==> src/common/lpmc_consts.svh <==
// Constants of the low-power mode controller: status word layout,
// reset value and wake settle timing.
// Assumes a 100 MHz ref_clk and a CPU core that owns the stack.
//
// Behaviour
// - Mode comes only from four status bits
// - All bits clear: CPU and enabled clocks run
// - Level0: CPU, main clock stop; others run
// - Level1: loop stops; DC generator conditionally off
// - Level2: sub clock, oscillator stop; generator on
// - Level3: oscillator and DC generator also stop
// - Level4: CPU and every clock stopped
// - Setting a mode bit acts at once
// - Peripherals on stopped clocks stay inactive
// - Sleep entry and exit keep all state
// - Any enabled interrupt wakes any level
// - Entry stacks word, clears halt, gen, osc
// - Return restores popped status word whole
// - Modified stacked word selects resumed mode
// - Mode bits and stack open to any instruction
// - Entry clears word except loop bit
// - Maskable wake needs own and global enable
`ifndef LPMC_CONSTS_SVH
`define LPMC_CONSTS_SVH

// Status word width and bit positions
`define LPMC_SW_W          16
`define LPMC_GIE_BIT       3
`define LPMC_CPU_HALT_BIT  4
`define LPMC_LF_OSC_BIT    5
`define LPMC_LOOP_OFF_BIT  6
`define LPMC_DCO_GEN_BIT   7
`define LPMC_SW_RST        16'h0000

// Oscillator restart time and clock period
`define LPMC_DCO_WAKE_NS   6000
`define LPMC_CLK_NS        10
// Least time, so it rounds up
`define LPMC_SETTLE_CYC    ((`LPMC_DCO_WAKE_NS + `LPMC_CLK_NS - 1) / `LPMC_CLK_NS)
`define LPMC_SETTLE_W      10

`endif

==> src/common/lpmc_pkg.sv <==
// Types of the low-power mode controller.
// Encodings are literal here; nothing is taken from lpmc_consts.svh.
package lpmc_pkg;

  // Controller state, Gray along run, sleep, wake
  typedef enum logic [1:0] {
    LPMC_RUN   = 2'b00,
    LPMC_SLEEP = 2'b01,
    LPMC_WAKE  = 2'b11
  } lpmc_state_t;

  // Decoded operating mode
  typedef enum logic [2:0] {
    LPMC_ACTIVE = 3'h0,
    LPMC_LVL0   = 3'h1,
    LPMC_LVL1   = 3'h2,
    LPMC_LVL2   = 3'h3,
    LPMC_LVL3   = 3'h4,
    LPMC_LVL4   = 3'h5,
    LPMC_OTHER  = 3'h6
  } lpmc_mode_t;

endpackage

==> src/rtl/lpmc_ctrl.sv <==
// Low-power mode controller: holds the live status word, decodes
// the four mode bits into clock gates and runs the wake sequence.
// Assumes the CPU core pulses irq_accept and return_from_irq_pop, supplies the
// popped word and keeps the stack itself; accept, return and write
// pulses never overlap in correct use.
`timescale 1ns/1ps
`default_nettype none
`include "lpmc_consts.svh"

module lpmc_ctrl #(
  parameter int unsigned NIRQ      = 8,
  parameter int unsigned SETTLE_CY = `LPMC_SETTLE_CYC
) (
  // Clock and reset
  input  wire logic                  ref_clk,
  input  wire logic                  arst_n,
  // Status word write by any instruction
  input  wire logic                  sw_wr_en,
  input  wire logic [`LPMC_SW_W-1:0] sw_wr_data,
  // Interrupt entry and return from the CPU core
  input  wire logic                  irq_accept,
  input  wire logic                  return_from_irq_pop,
  input  wire logic [`LPMC_SW_W-1:0] return_from_irq_data,
  // Interrupt sources
  input  wire logic [NIRQ-1:0]       irq_req,
  input  wire logic [NIRQ-1:0]       irq_en,
  input  wire logic [NIRQ-1:0]       irq_nmi,
  // Clock source configuration
  input  wire logic                  dco_in_use,
  // Peripheral own enables, one per clock
  input  wire logic                  main_periph_on,
  input  wire logic                  sub_periph_on,
  input  wire logic                  aux_periph_on,
  // Status word, stacked copy and decoded mode
  output logic [`LPMC_SW_W-1:0]      status_word_q,
  output logic [`LPMC_SW_W-1:0]      stacked_sw_q,
  output lpmc_pkg::lpmc_mode_t       mode_q,
  // CPU control
  output logic                       cpu_run_q,
  output logic                       wake_req,
  // Clock gates
  output logic                       main_clk_en_q,
  output logic                       sub_clk_en_q,
  output logic                       aux_clk_en_q,
  output logic                       dco_en_q,
  output logic                       dc_gen_en_q,
  output logic                       loop_en_q,
  output logic                       lfxt_en_q,
  // Peripheral activity
  output logic                       main_periph_act_q,
  output logic                       sub_periph_act_q,
  output logic                       aux_periph_act_q
);

  ////////////////////////////////////////////////////////////////////
  // Functions

  // Mode from the four control bits alone
  function automatic lpmc_pkg::lpmc_mode_t mode_of(
    input logic [`LPMC_SW_W-1:0] sw
  );
    logic [3:0] b;
    b = {sw[`LPMC_DCO_GEN_BIT], sw[`LPMC_LOOP_OFF_BIT],
         sw[`LPMC_LF_OSC_BIT], sw[`LPMC_CPU_HALT_BIT]};
    unique case (b)
      4'h0:    mode_of = lpmc_pkg::LPMC_ACTIVE;
      4'h1:    mode_of = lpmc_pkg::LPMC_LVL0;
      4'h5:    mode_of = lpmc_pkg::LPMC_LVL1;
      4'h9:    mode_of = lpmc_pkg::LPMC_LVL2;
      4'hd:    mode_of = lpmc_pkg::LPMC_LVL3;
      4'hf:    mode_of = lpmc_pkg::LPMC_LVL4;
      default: mode_of = lpmc_pkg::LPMC_OTHER;
    endcase
  endfunction

  ////////////////////////////////////////////////////////////////////
  // Status word

  logic [`LPMC_SW_W-1:0] sw_d;     // Next live word
  logic [`LPMC_SW_W-1:0] stk_d;    // Next stacked copy

  // Entry wins over return, return over a plain write
  always_comb begin
    sw_d  = status_word_q;
    stk_d = stacked_sw_q;
    if (irq_accept) begin
      stk_d = status_word_q;
      sw_d  = '0;
      sw_d[`LPMC_LOOP_OFF_BIT] = status_word_q[`LPMC_LOOP_OFF_BIT];
    end else if (return_from_irq_pop) begin
      // Popped word taken whole, edited or not
      sw_d = return_from_irq_data;
    end else if (sw_wr_en) begin
      sw_d = sw_wr_data;
    end
  end

  // Only the word and its stacked copy change; no other state is touched by sleep
  always_ff @(posedge ref_clk or negedge arst_n) begin
    if (!arst_n) begin
      status_word_q <= `LPMC_SW_RST;
      stacked_sw_q  <= `LPMC_SW_RST;
    end else begin
      status_word_q <= sw_d;
      stacked_sw_q  <= stk_d;
    end
  end

  ////////////////////////////////////////////////////////////////////
  // Wake detection

  // Maskable sources also need the global enable
  assign wake_req = |(irq_req & irq_en &
                      (irq_nmi | {NIRQ{status_word_q[`LPMC_GIE_BIT]}}));

  ////////////////////////////////////////////////////////////////////
  // Wake sequence

  lpmc_pkg::lpmc_state_t state_q;  // Controller state
  lpmc_pkg::lpmc_state_t state_d;  // Next state
  logic                  settle_go; // Oscillator restart pulse
  logic                  busy;      // Oscillator not yet stable

  // Settle timer for the restarted oscillator
  lpmc_settle #(
    .W   (`LPMC_SETTLE_W),
    .LEN (SETTLE_CY)
  ) u_settle (
    .ref_clk (ref_clk),
    .arst_n  (arst_n),
    .start   (settle_go),
    .busy    (busy)
  );

  // Halt bit drives sleep at once; a wake restarts clocks first
  always_comb begin
    state_d   = state_q;
    settle_go = 1'b0;
    unique case (state_q)
      lpmc_pkg::LPMC_RUN: begin
        if (sw_d[`LPMC_CPU_HALT_BIT]) begin
          state_d = lpmc_pkg::LPMC_SLEEP;
        end
      end
      lpmc_pkg::LPMC_SLEEP: begin
        if (!sw_d[`LPMC_CPU_HALT_BIT]) begin
          state_d = lpmc_pkg::LPMC_RUN;
        end else if (wake_req) begin
          state_d   = lpmc_pkg::LPMC_WAKE;
          // A stopped oscillator must settle before the fetch
          settle_go = !dco_en_q;
        end
      end
      lpmc_pkg::LPMC_WAKE: begin
        if (!sw_d[`LPMC_CPU_HALT_BIT]) begin
          state_d = lpmc_pkg::LPMC_RUN;
        end else if (!wake_req && !busy) begin
          // Source withdrawn before service: fall back asleep
          state_d = lpmc_pkg::LPMC_SLEEP;
        end
      end
      default: begin
        state_d = lpmc_pkg::LPMC_RUN;
      end
    endcase
  end

  // State register
  always_ff @(posedge ref_clk or negedge arst_n) begin
    if (!arst_n) begin
      state_q <= lpmc_pkg::LPMC_RUN;
    end else begin
      state_q <= state_d;
    end
  end

  ////////////////////////////////////////////////////////////////////
  // Clock gates

  logic main_d;   // Next main clock gate
  logic sub_d;    // Next sub-main clock gate
  logic aux_d;    // Next auxiliary clock gate
  logic dco_d;    // Next oscillator gate
  logic dcg_d;    // Next DC generator gate
  logic loop_d;   // Next control loop gate
  logic lfxt_d;   // Next crystal gate
  logic run_d;    // Next CPU run

  // Gates follow the next word, so a write acts at the same edge
  always_comb begin
    main_d = !sw_d[`LPMC_CPU_HALT_BIT];
    sub_d  = !sw_d[`LPMC_DCO_GEN_BIT];
    dco_d  = !sw_d[`LPMC_DCO_GEN_BIT];
    loop_d = !sw_d[`LPMC_LOOP_OFF_BIT];
    // Generator off only with the loop off and either the oscillator stopped or no oscillator user
    dcg_d  = !(sw_d[`LPMC_LOOP_OFF_BIT] &&
               (sw_d[`LPMC_DCO_GEN_BIT] || !dco_in_use));
    aux_d  = !sw_d[`LPMC_LF_OSC_BIT];
    lfxt_d = !sw_d[`LPMC_LF_OSC_BIT];
    run_d  = (state_d == lpmc_pkg::LPMC_RUN) && !sw_d[`LPMC_CPU_HALT_BIT];
    if (state_d == lpmc_pkg::LPMC_WAKE) begin
      // Everything the service routine will need runs again
      main_d = 1'b1;
      sub_d  = 1'b1;
      dco_d  = 1'b1;
      dcg_d  = 1'b1;
      aux_d  = 1'b1;
      lfxt_d = 1'b1;
      run_d  = !busy && !settle_go;
    end
  end

  // Gate registers; all clocks run out of reset
  always_ff @(posedge ref_clk or negedge arst_n) begin
    if (!arst_n) begin
      main_clk_en_q <= 1'b1;
      sub_clk_en_q  <= 1'b1;
      aux_clk_en_q  <= 1'b1;
      dco_en_q      <= 1'b1;
      dc_gen_en_q   <= 1'b1;
      loop_en_q     <= 1'b1;
      lfxt_en_q     <= 1'b1;
      cpu_run_q     <= 1'b1;
      mode_q        <= lpmc_pkg::LPMC_ACTIVE;
    end else begin
      main_clk_en_q <= main_d;
      sub_clk_en_q  <= sub_d;
      aux_clk_en_q  <= aux_d;
      dco_en_q      <= dco_d;
      dc_gen_en_q   <= dcg_d;
      loop_en_q     <= loop_d;
      lfxt_en_q     <= lfxt_d;
      cpu_run_q     <= run_d;
      mode_q        <= mode_of(sw_d);
    end
  end

  ////////////////////////////////////////////////////////////////////
  // Peripheral activity

  // A peripheral runs only with its clock and its own enable
  always_ff @(posedge ref_clk or negedge arst_n) begin
    if (!arst_n) begin
      main_periph_act_q <= 1'b0;
      sub_periph_act_q  <= 1'b0;
      aux_periph_act_q  <= 1'b0;
    end else begin
      main_periph_act_q <= main_d && main_periph_on;
      sub_periph_act_q  <= sub_d && sub_periph_on;
      aux_periph_act_q  <= aux_d && aux_periph_on;
    end
  end

  logic sleeping;  // Asleep with no wake under way
  assign sleeping = (state_q == lpmc_pkg::LPMC_SLEEP);
endmodule
`default_nettype wire

==> src/rtl/lpmc_settle.sv <==
// Oscillator settle timer: counts down after a restart request.
// Assumes start is a one-cycle pulse on ref_clk.
`timescale 1ns/1ps
`default_nettype none
`include "lpmc_consts.svh"

module lpmc_settle #(
  parameter int unsigned W   = `LPMC_SETTLE_W,
  parameter int unsigned LEN = `LPMC_SETTLE_CYC
) (
  // Clock and reset
  input  wire logic ref_clk,
  input  wire logic arst_n,
  // Control
  input  wire logic start,
  // Status
  output logic      busy
);

  logic [W-1:0] cnt_q;  // Cycles still to wait
  logic [W-1:0] cnt_d;  // Next count

  // Reload on start, otherwise count down to zero
  always_comb begin
    cnt_d = cnt_q;
    if (start) begin
      cnt_d = W'(LEN);
    end else if (cnt_q != '0) begin
      cnt_d = cnt_q - W'(1);
    end
  end

  // Count register
  always_ff @(posedge ref_clk or negedge arst_n) begin
    if (!arst_n) begin
      cnt_q <= '0;
    end else begin
      cnt_q <= cnt_d;
    end
  end

  // Busy while any cycle is left
  assign busy = (cnt_q != '0);

endmodule
`default_nettype wire

==> config.mk <==
export PLATFORM = sky130hd
export DESIGN_NAME = lpmc_ctrl
export DESIGN_NICKNAME = d
export VERILOG_FILES = /design/src/common/lpmc_pkg.sv /design/src/rtl/lpmc_ctrl.sv /design/src/rtl/lpmc_settle.sv
export VERILOG_INCLUDE_DIRS = /design/src /design/src/common
export SDC_FILE = /design/constraint.sdc
export NUM_CORES = 1
export LEC_CHECK = 0
export BUFFER_PORTS_ARGS = -buffer_cell sky130_fd_sc_hd__buf_2
export CORE_MARGIN = 10
export CORE_UTILIZATION = 38
export DETAILED_ROUTE_END_ITERATION = 6
export PLACE_DENSITY = 0.66
export SYNTH_ARGS = -nofsm -noshare
export SYNTH_HDL_FRONTEND = slang
export SYNTH_SLANG_ARGS = --single-unit
==> constraint.sdc <==
create_clock -name ref_clk -period 2.77 [get_ports ref_clk]
set_input_delay 0.4155 -clock ref_clk [delete_from_list [all_inputs] [get_ports ref_clk]]
set_output_delay 0.4155 -clock ref_clk [all_outputs]
set_load 0.1 [all_outputs]
==> run metrics, run 1 <==
Required @ worst endpoint between 2 and 2.5 ns; syn nets 309; fin crit share 0.881; Fmax achieved 0.410 GHz; die height 104 um; Crit Path Category reg -> out; Arr. time, crit path ~2 ns; ys async rst share 1.00; RSZ-0062 raised after global routing false; sequential fraction of design power 0.411; sw power approximately 0.0011 W; final WL 7090 um; largest net degree at the start of global routing 32; slowest CP cell dfrtp_1; area grow syn2layout 28.3%; Comb pwr share 0.370; Setup Buffers After CTS 0; post-synthesis sequential area ratio 0.529; maxcap violations 0; Worst Reg-to-Reg Cells 6; Placement Setup Slack roughly 0.6 ns; # rows 30; Max rail drop VDD between 0.0003 and 0.0004 V; synth unique cells 48; Clock Path Buffers 2; Crit path max-delay family simple AND/OR/NAND/NOR gates; ANT nets after route 0; Pre-antenna DRT Iters 4; status complete, no violations; internal power 0.00149 W; min Tclk post-route around 2.4 ns; Skew-Pair Late Insertion Delay ~0.3 ns; share of post-route cells with drive strength above 1 0.438; min-delay worst type in -> async; Post-synth EDFFs 0; Setup TNS Final 0 ns; critical path capture point type primary output; WP depth 4; DP Cell Count approximately 440; CP Buf/Inv Count 1; core area just under 7000 um^2; worst-path fanout max 11; Worst Setup Start Kind flop; Clock Power Share 0.219; io pins 112; clock sinks 56; GRT Overall Usage 0.124; hold_buf cts 0; Num CTS Buffers 5; Final #Nets 415; WL/cell about 16 um; Final HPWL DP 5530 um; H-Tree Depth 2; post-CTS sizing 0; aggregate global routing overflow 0; Seq cells post-synth 56; CP cell instances o211ai_1 -> nand4_1 -> or2_2 -> buf_2; number of global-route vias before repair 2,274; die area roughly 11,000 um^2; Reg clk slew, reported paths around 0.11 ns; diode count 0; Most used DFF post-synth dfrtp_1; DRT iter0 DRCs 85; initial antenna violation count 1; routed vias between 2,000 and 2,500; CTS root buf clkbuf_8; final hold vios 0; CTS tree yes; Final Skew around 0.0053 ns; Leak Pwr 1.72 nW; fin cells 445; Slew Viols, Final 0; GPL Wtd Cong 0.813; Slew headroom 0.570; Finish-stage setup viols 0; post-route setup slack 0.331 ns; IO buf count roughly 110; starting density of the core 0.392; Yosys warnings 0; post-synthesis cell count 242; # DRC 0; Slew @ Worst Pin 0.644 ns; first-pass GRT wire length between 10,000 and 15,000 um; synthesized cell area between 2000 and 3000 um^2; CP peak stage delay roughly 0.5 ns; Via density between 4 and 5; Power per Cell Area 760 nW/um^2; Avg Cell Area, Syn roughly 11 um^2; chip width between 100 and 150 um; switching share of power 0.426
==> layout make-up <==
class	instances	area, um^2
inverter	11	41.3
timing repair buffer	113	583
fill	631	3380
tap	96	120
multi-input combinational	161	1140
clock buffer	6	82.6
sequential	56	1410
clock inverter	2	38.8
==> metrics by stage <==
stage	area, um^2	total power, W	utilization	hold slack, ns
5_1_grt	3420	0.00273	0.503	0.161
2_1_floorplan	2660	0.00184	-	0.120
3_3_place_gp	3300	0.00204	0.485	0.468
4_1_cts	3420	0.00262	0.503	0.138
6_report	3420	0.00260	0.503	0.116
3_5_place_dp	3300	0.00205	0.485	0.483
==> cells in the mapped netlist, types with 3 or more instances <==
cell      number  area, um^2
nand3_1        3        15.0
mux2_2        15         169
o21ai_0       11        55.1
nand3b_1       3        22.5
xnor2_1        3        26.3
mux2i_1       16         160
clkbuf_1       6        22.5
a21oi_1       20         100
inv_1         10        37.5
nor2_1        33         124
buf_2          3        15.0
dfstp_2        6         158
dfrtp_1       50        1250
nand2_1       10        37.5
or3_1          3        18.8
o211ai_1       8        60.1
==> cells by family (layout without fill, tap and decap cells) <==
| family | after synthesis | in the layout | synth area share |
|---|---|---|---|
| AOI/OAI and AO/OA | 55 | 55 | 0.146 |
| xor gates and xnor gates | 3 | 3 | 0.00987 |
| adders and majority gates | 2 | 2 | 0.00939 |
| buffers and inverters | 25 | 132 | 0.0423 |
| DFF | 56 | 56 | 0.529 |
| muxes | 32 | 32 | 0.129 |
| and+or+nand+nor | 69 | 69 | 0.134 |
==> worst paths after layout <==
check | slack (ns) | start | end
setup / recovery | 0.33 | status_word_q[3] | wake_req
setup reg to reg | 0.78 | u_settle.cnt_q[0] | aux_periph_act_q
min in group ref_clk | 0.34 | return_from_irq_data[1] | status_word_q[1]
hold / removal | 0.12 | arst_n | stacked_sw_q[7]
hold reg to reg | 0.51 | stacked_sw_q[14] | stacked_sw_q[14]
max in group asynchronous | 2.07 | arst_n | u_settle.cnt_q[0]
==> flip-flops by register name, indices dropped and copies added, names as in the netlist, 2 cells and up <==
register / count
stacked_sw_q: 16
status_word_q: 16
u_settle.cnt_q: 10
state_q: 2
mode_q: 3
==> metal layers <==
layer | global-route usage | share of wire | vias up
li1 | - | - | 1064
met2 | 0.198 | 0.46 | 80
met1 | 0.150 | 0.45 | 1034
met5 | 0 | 0 | -
met4 | 0.0209 | 0.0045 | 0
met3 | 0.0607 | 0.092 | 4
==> power by group through the flow <==
stage / combinational [W] / clock (W) / sequential [W]
floorplan: 0.000351 / 0 / 0.00149
global route: 0.00102 / 0.000623 / 0.00108
global placement: 0.000962 / 0 / 0.00108
finish: 0.000961 / 0.000569 / 0.00107
CTS: 0.000973 / 0.000584 / 0.00107
detailed placement: 0.000970 / 0 / 0.00108
==> placed cells by master (no fill, tap or decap), drive strengths merged, types with 2 or more instances in the layout <==
cell type,synthesis,layout
o21ai,11,11
nand2,10,10
or2,3,3
xnor2,3,3
nand3b,3,3
or3,3,3
inv,11,11
dfrtp,50,50
nor2b,2,2
nor4,2,2
dfstp,6,6
nand4,2,2
nand3,4,4
ha,2,2
nor2,33,33
clkbuf,6,6
mux2,16,16
nor3,2,2
o31ai,2,2
buf,8,113
mux2i,16,16
nand2b,2,2
a211oi,4,4
o211ai,9,9
a21oi,20,20
No activity file was read; power rests on OpenSTA's default activity.
==> run 2, diff against run 1 <==
CORE_MARGIN = 2   (was 10)
==> run 2 against run 1 <==
Compared with the run above:
- via count is 0.78% lower
- non-clock buffer count up 1
- critical path depth did not move
- clock skew is 0.0086 ns higher
- routed wire length decreased by 14%
- sequential cell count stayed put
- utilization shrank 0.37 points
- largest cell class unchanged
- highest routed layer is now met5
- clock power fell by 13%
- register-to-register slack improved by 0.03 ns
- sequential share of layout area is 0.30 points higher
- cell count up 0.22%
- global-route usage increased by 3.9 points
==> run metrics, run 2 (same netlist as run 1, synthesis figures left out) <==
status complete, no violations; Comb pwr share 0.379; Skew-Pair Late Insertion Delay 0.31 ns; post-route setup slack approximately 0.34 ns; critical path capture point type primary output; Worst Reg-to-Reg Cells 6; Final #Nets between 400 and 500; initial antenna violation count 1; H-Tree Depth 2; Final HPWL DP approximately 4500 um; die area ~7700 um^2; Fmax achieved slightly above 0.4 GHz; ANT nets after route 0; Power per Cell Area roughly 740 nW/um^2; top flop regs stacked_sw_q x16, status_word_q x16, u_settle.cnt_q x10; diode count 0; Slew Viols, Final 0; r2r setup slk between 0.8 and 0.9 ns; clock sinks 56; Reg clk slew, reported paths 0.11 ns; Setup Buffers After CTS 0; Finished Cell Area 3390 um^2; Num CTS Buffers 5; most frequent cells in the layout buf_2, dfrtp_1, nor2_1, a21oi_1, mux2i_1; most common cell after layout, fill and taps aside buf_2; first-pass GRT wire length approximately 10000 um; WL/cell 13.7 um; Clock Power Share 0.196; share of post-route cells with drive strength above 1 0.440; fin util 0.499; min-delay worst type in -> async; Clock Path Buffers 2; core area around 6800 um^2; area grow syn2layout 27.3%; final WL 6130 um; largest net degree at the start of global routing 57; starting density of the core 0.392; number of global-route vias before repair ~2,200; routed vias between 2,000 and 2,500; Final Skew approximately 0.014 ns; placed cell areas 3290 um^2; hold_buf cts 0; Leak Pwr roughly 1.7 nW; CTS root buf clkbuf_8; worst-path fanout max 11; RSZ-0062 raised after global routing false; Crit Path Category reg -> out; slowest CP cell dfrtp_1; min Tclk post-route around 2.4 ns; internal power roughly 0.0014 W; # rows 30; fin crit share 0.877; chip width a little under 90 um; final hold vios 0; DRT iter0 DRCs between 100 and 150; IO buf count between 100 and 150; CP Buf/Inv Count 1; GPL Wtd Cong around 0.84; CP cell instances o211ai_1 -> nand4_1 -> or2_2 -> buf_2; Tot Pwr about 0.0025 W; Crit path max-delay family simple AND/OR/NAND/NOR gates; post-CTS sizing 0; aggregate global routing overflow 0; Arr. time, crit path between 2 and 2.5 ns; Via density around 4.9; FF-to-FF End aux_periph_act_q; Reg2Reg Launch Point u_settle.cnt_q[0]; switching share of power 0.441; Placement Setup Slack 0.660 ns; Setup TNS Final 0 ns; CP peak stage delay between 0.5 and 0.6 ns; Required @ worst endpoint between 2 and 2.5 ns; Pre-antenna DRT Iters 4; Slew @ Worst Pin 0.702 ns; Max rail drop VDD between 0.0003 and 0.0004 V; sequential fraction of design power 0.424; io pins 112; Worst Setup Start Kind flop; Finish-stage setup viols 0; die height between 80 and 90 um; GRT Overall Usage 0.163; CTS tree yes; maxcap violations 0; # DRC 0; Slew headroom 0.532; sw power 0.00111 W
## run 2: final cells by class
| type | instances | area (um^2) |
|---|---|---|
| fill | 647 | 3400 |
| timing repair buffer | 114 | 578 |
| multi-input combinational | 161 | 1140 |
| inverter | 11 | 41.3 |
| sequential | 56 | 1410 |
| tap | 96 | 120 |
| clock inverter | 2 | 18.8 |
| clock buffer | 6 | 82.6 |
## run 2: power groups by stage
stage	clock network (W)	logic (W)	registers [W]
floorplan	0	0.000351	0.00149
global placement	0	0.000948	0.00108
detailed placement	0	0.000960	0.00108
CTS	0.000508	0.000961	0.00107
global route	0.000552	0.00101	0.00108
finish	0.000493	0.000952	0.00107
## run 2: stage by stage
stage | hold slack (ns) | cells
finish | 0.236 | 446
global route | 0.284 | 446
CTS | 0.259 | 446
detailed placement | 0.491 | 438
global placement | 0.486 | 438
floorplan | 0.120 | 242
## run 2: worst max path at each step
| stage | end | slack (ns) | startpoint | cells past startpoint |
|---|---|---|---|---|
| after floorplan | wake_req | 0.32 | status_word_q[3] | 4 |
| after global placement | wake_req | 0.72 | status_word_q[3] | 4 |
| after detailed placement | wake_req | 0.66 | status_word_q[3] | 4 |
| after CTS | wake_req | 0.31 | status_word_q[3] | 4 |
| after global routing | wake_req | 0.27 | status_word_q[3] | 4 |
| final | wake_req | 0.34 | status_word_q[3] | 4 |
## run 2: metal layers
metal  vias to the layer above  global-route usage  share of wire
met3                         4              0.0566          0.088
met5                         -                   0         0.0021
li1                       1063                   -              -
met1                      1008               0.204           0.45
met4                         2              0.0336         0.0036
met2                        88               0.275           0.45
## run 2: worst reg2reg max path: stages (launching register included)
cell and delay (ns):
dfrtp_1 0.43, inv_1 0.09, ha_1 0.18, nor3b_2 0.37, nand3_4 0.17, a211oi_4 0.44
o31ai_1 0.16
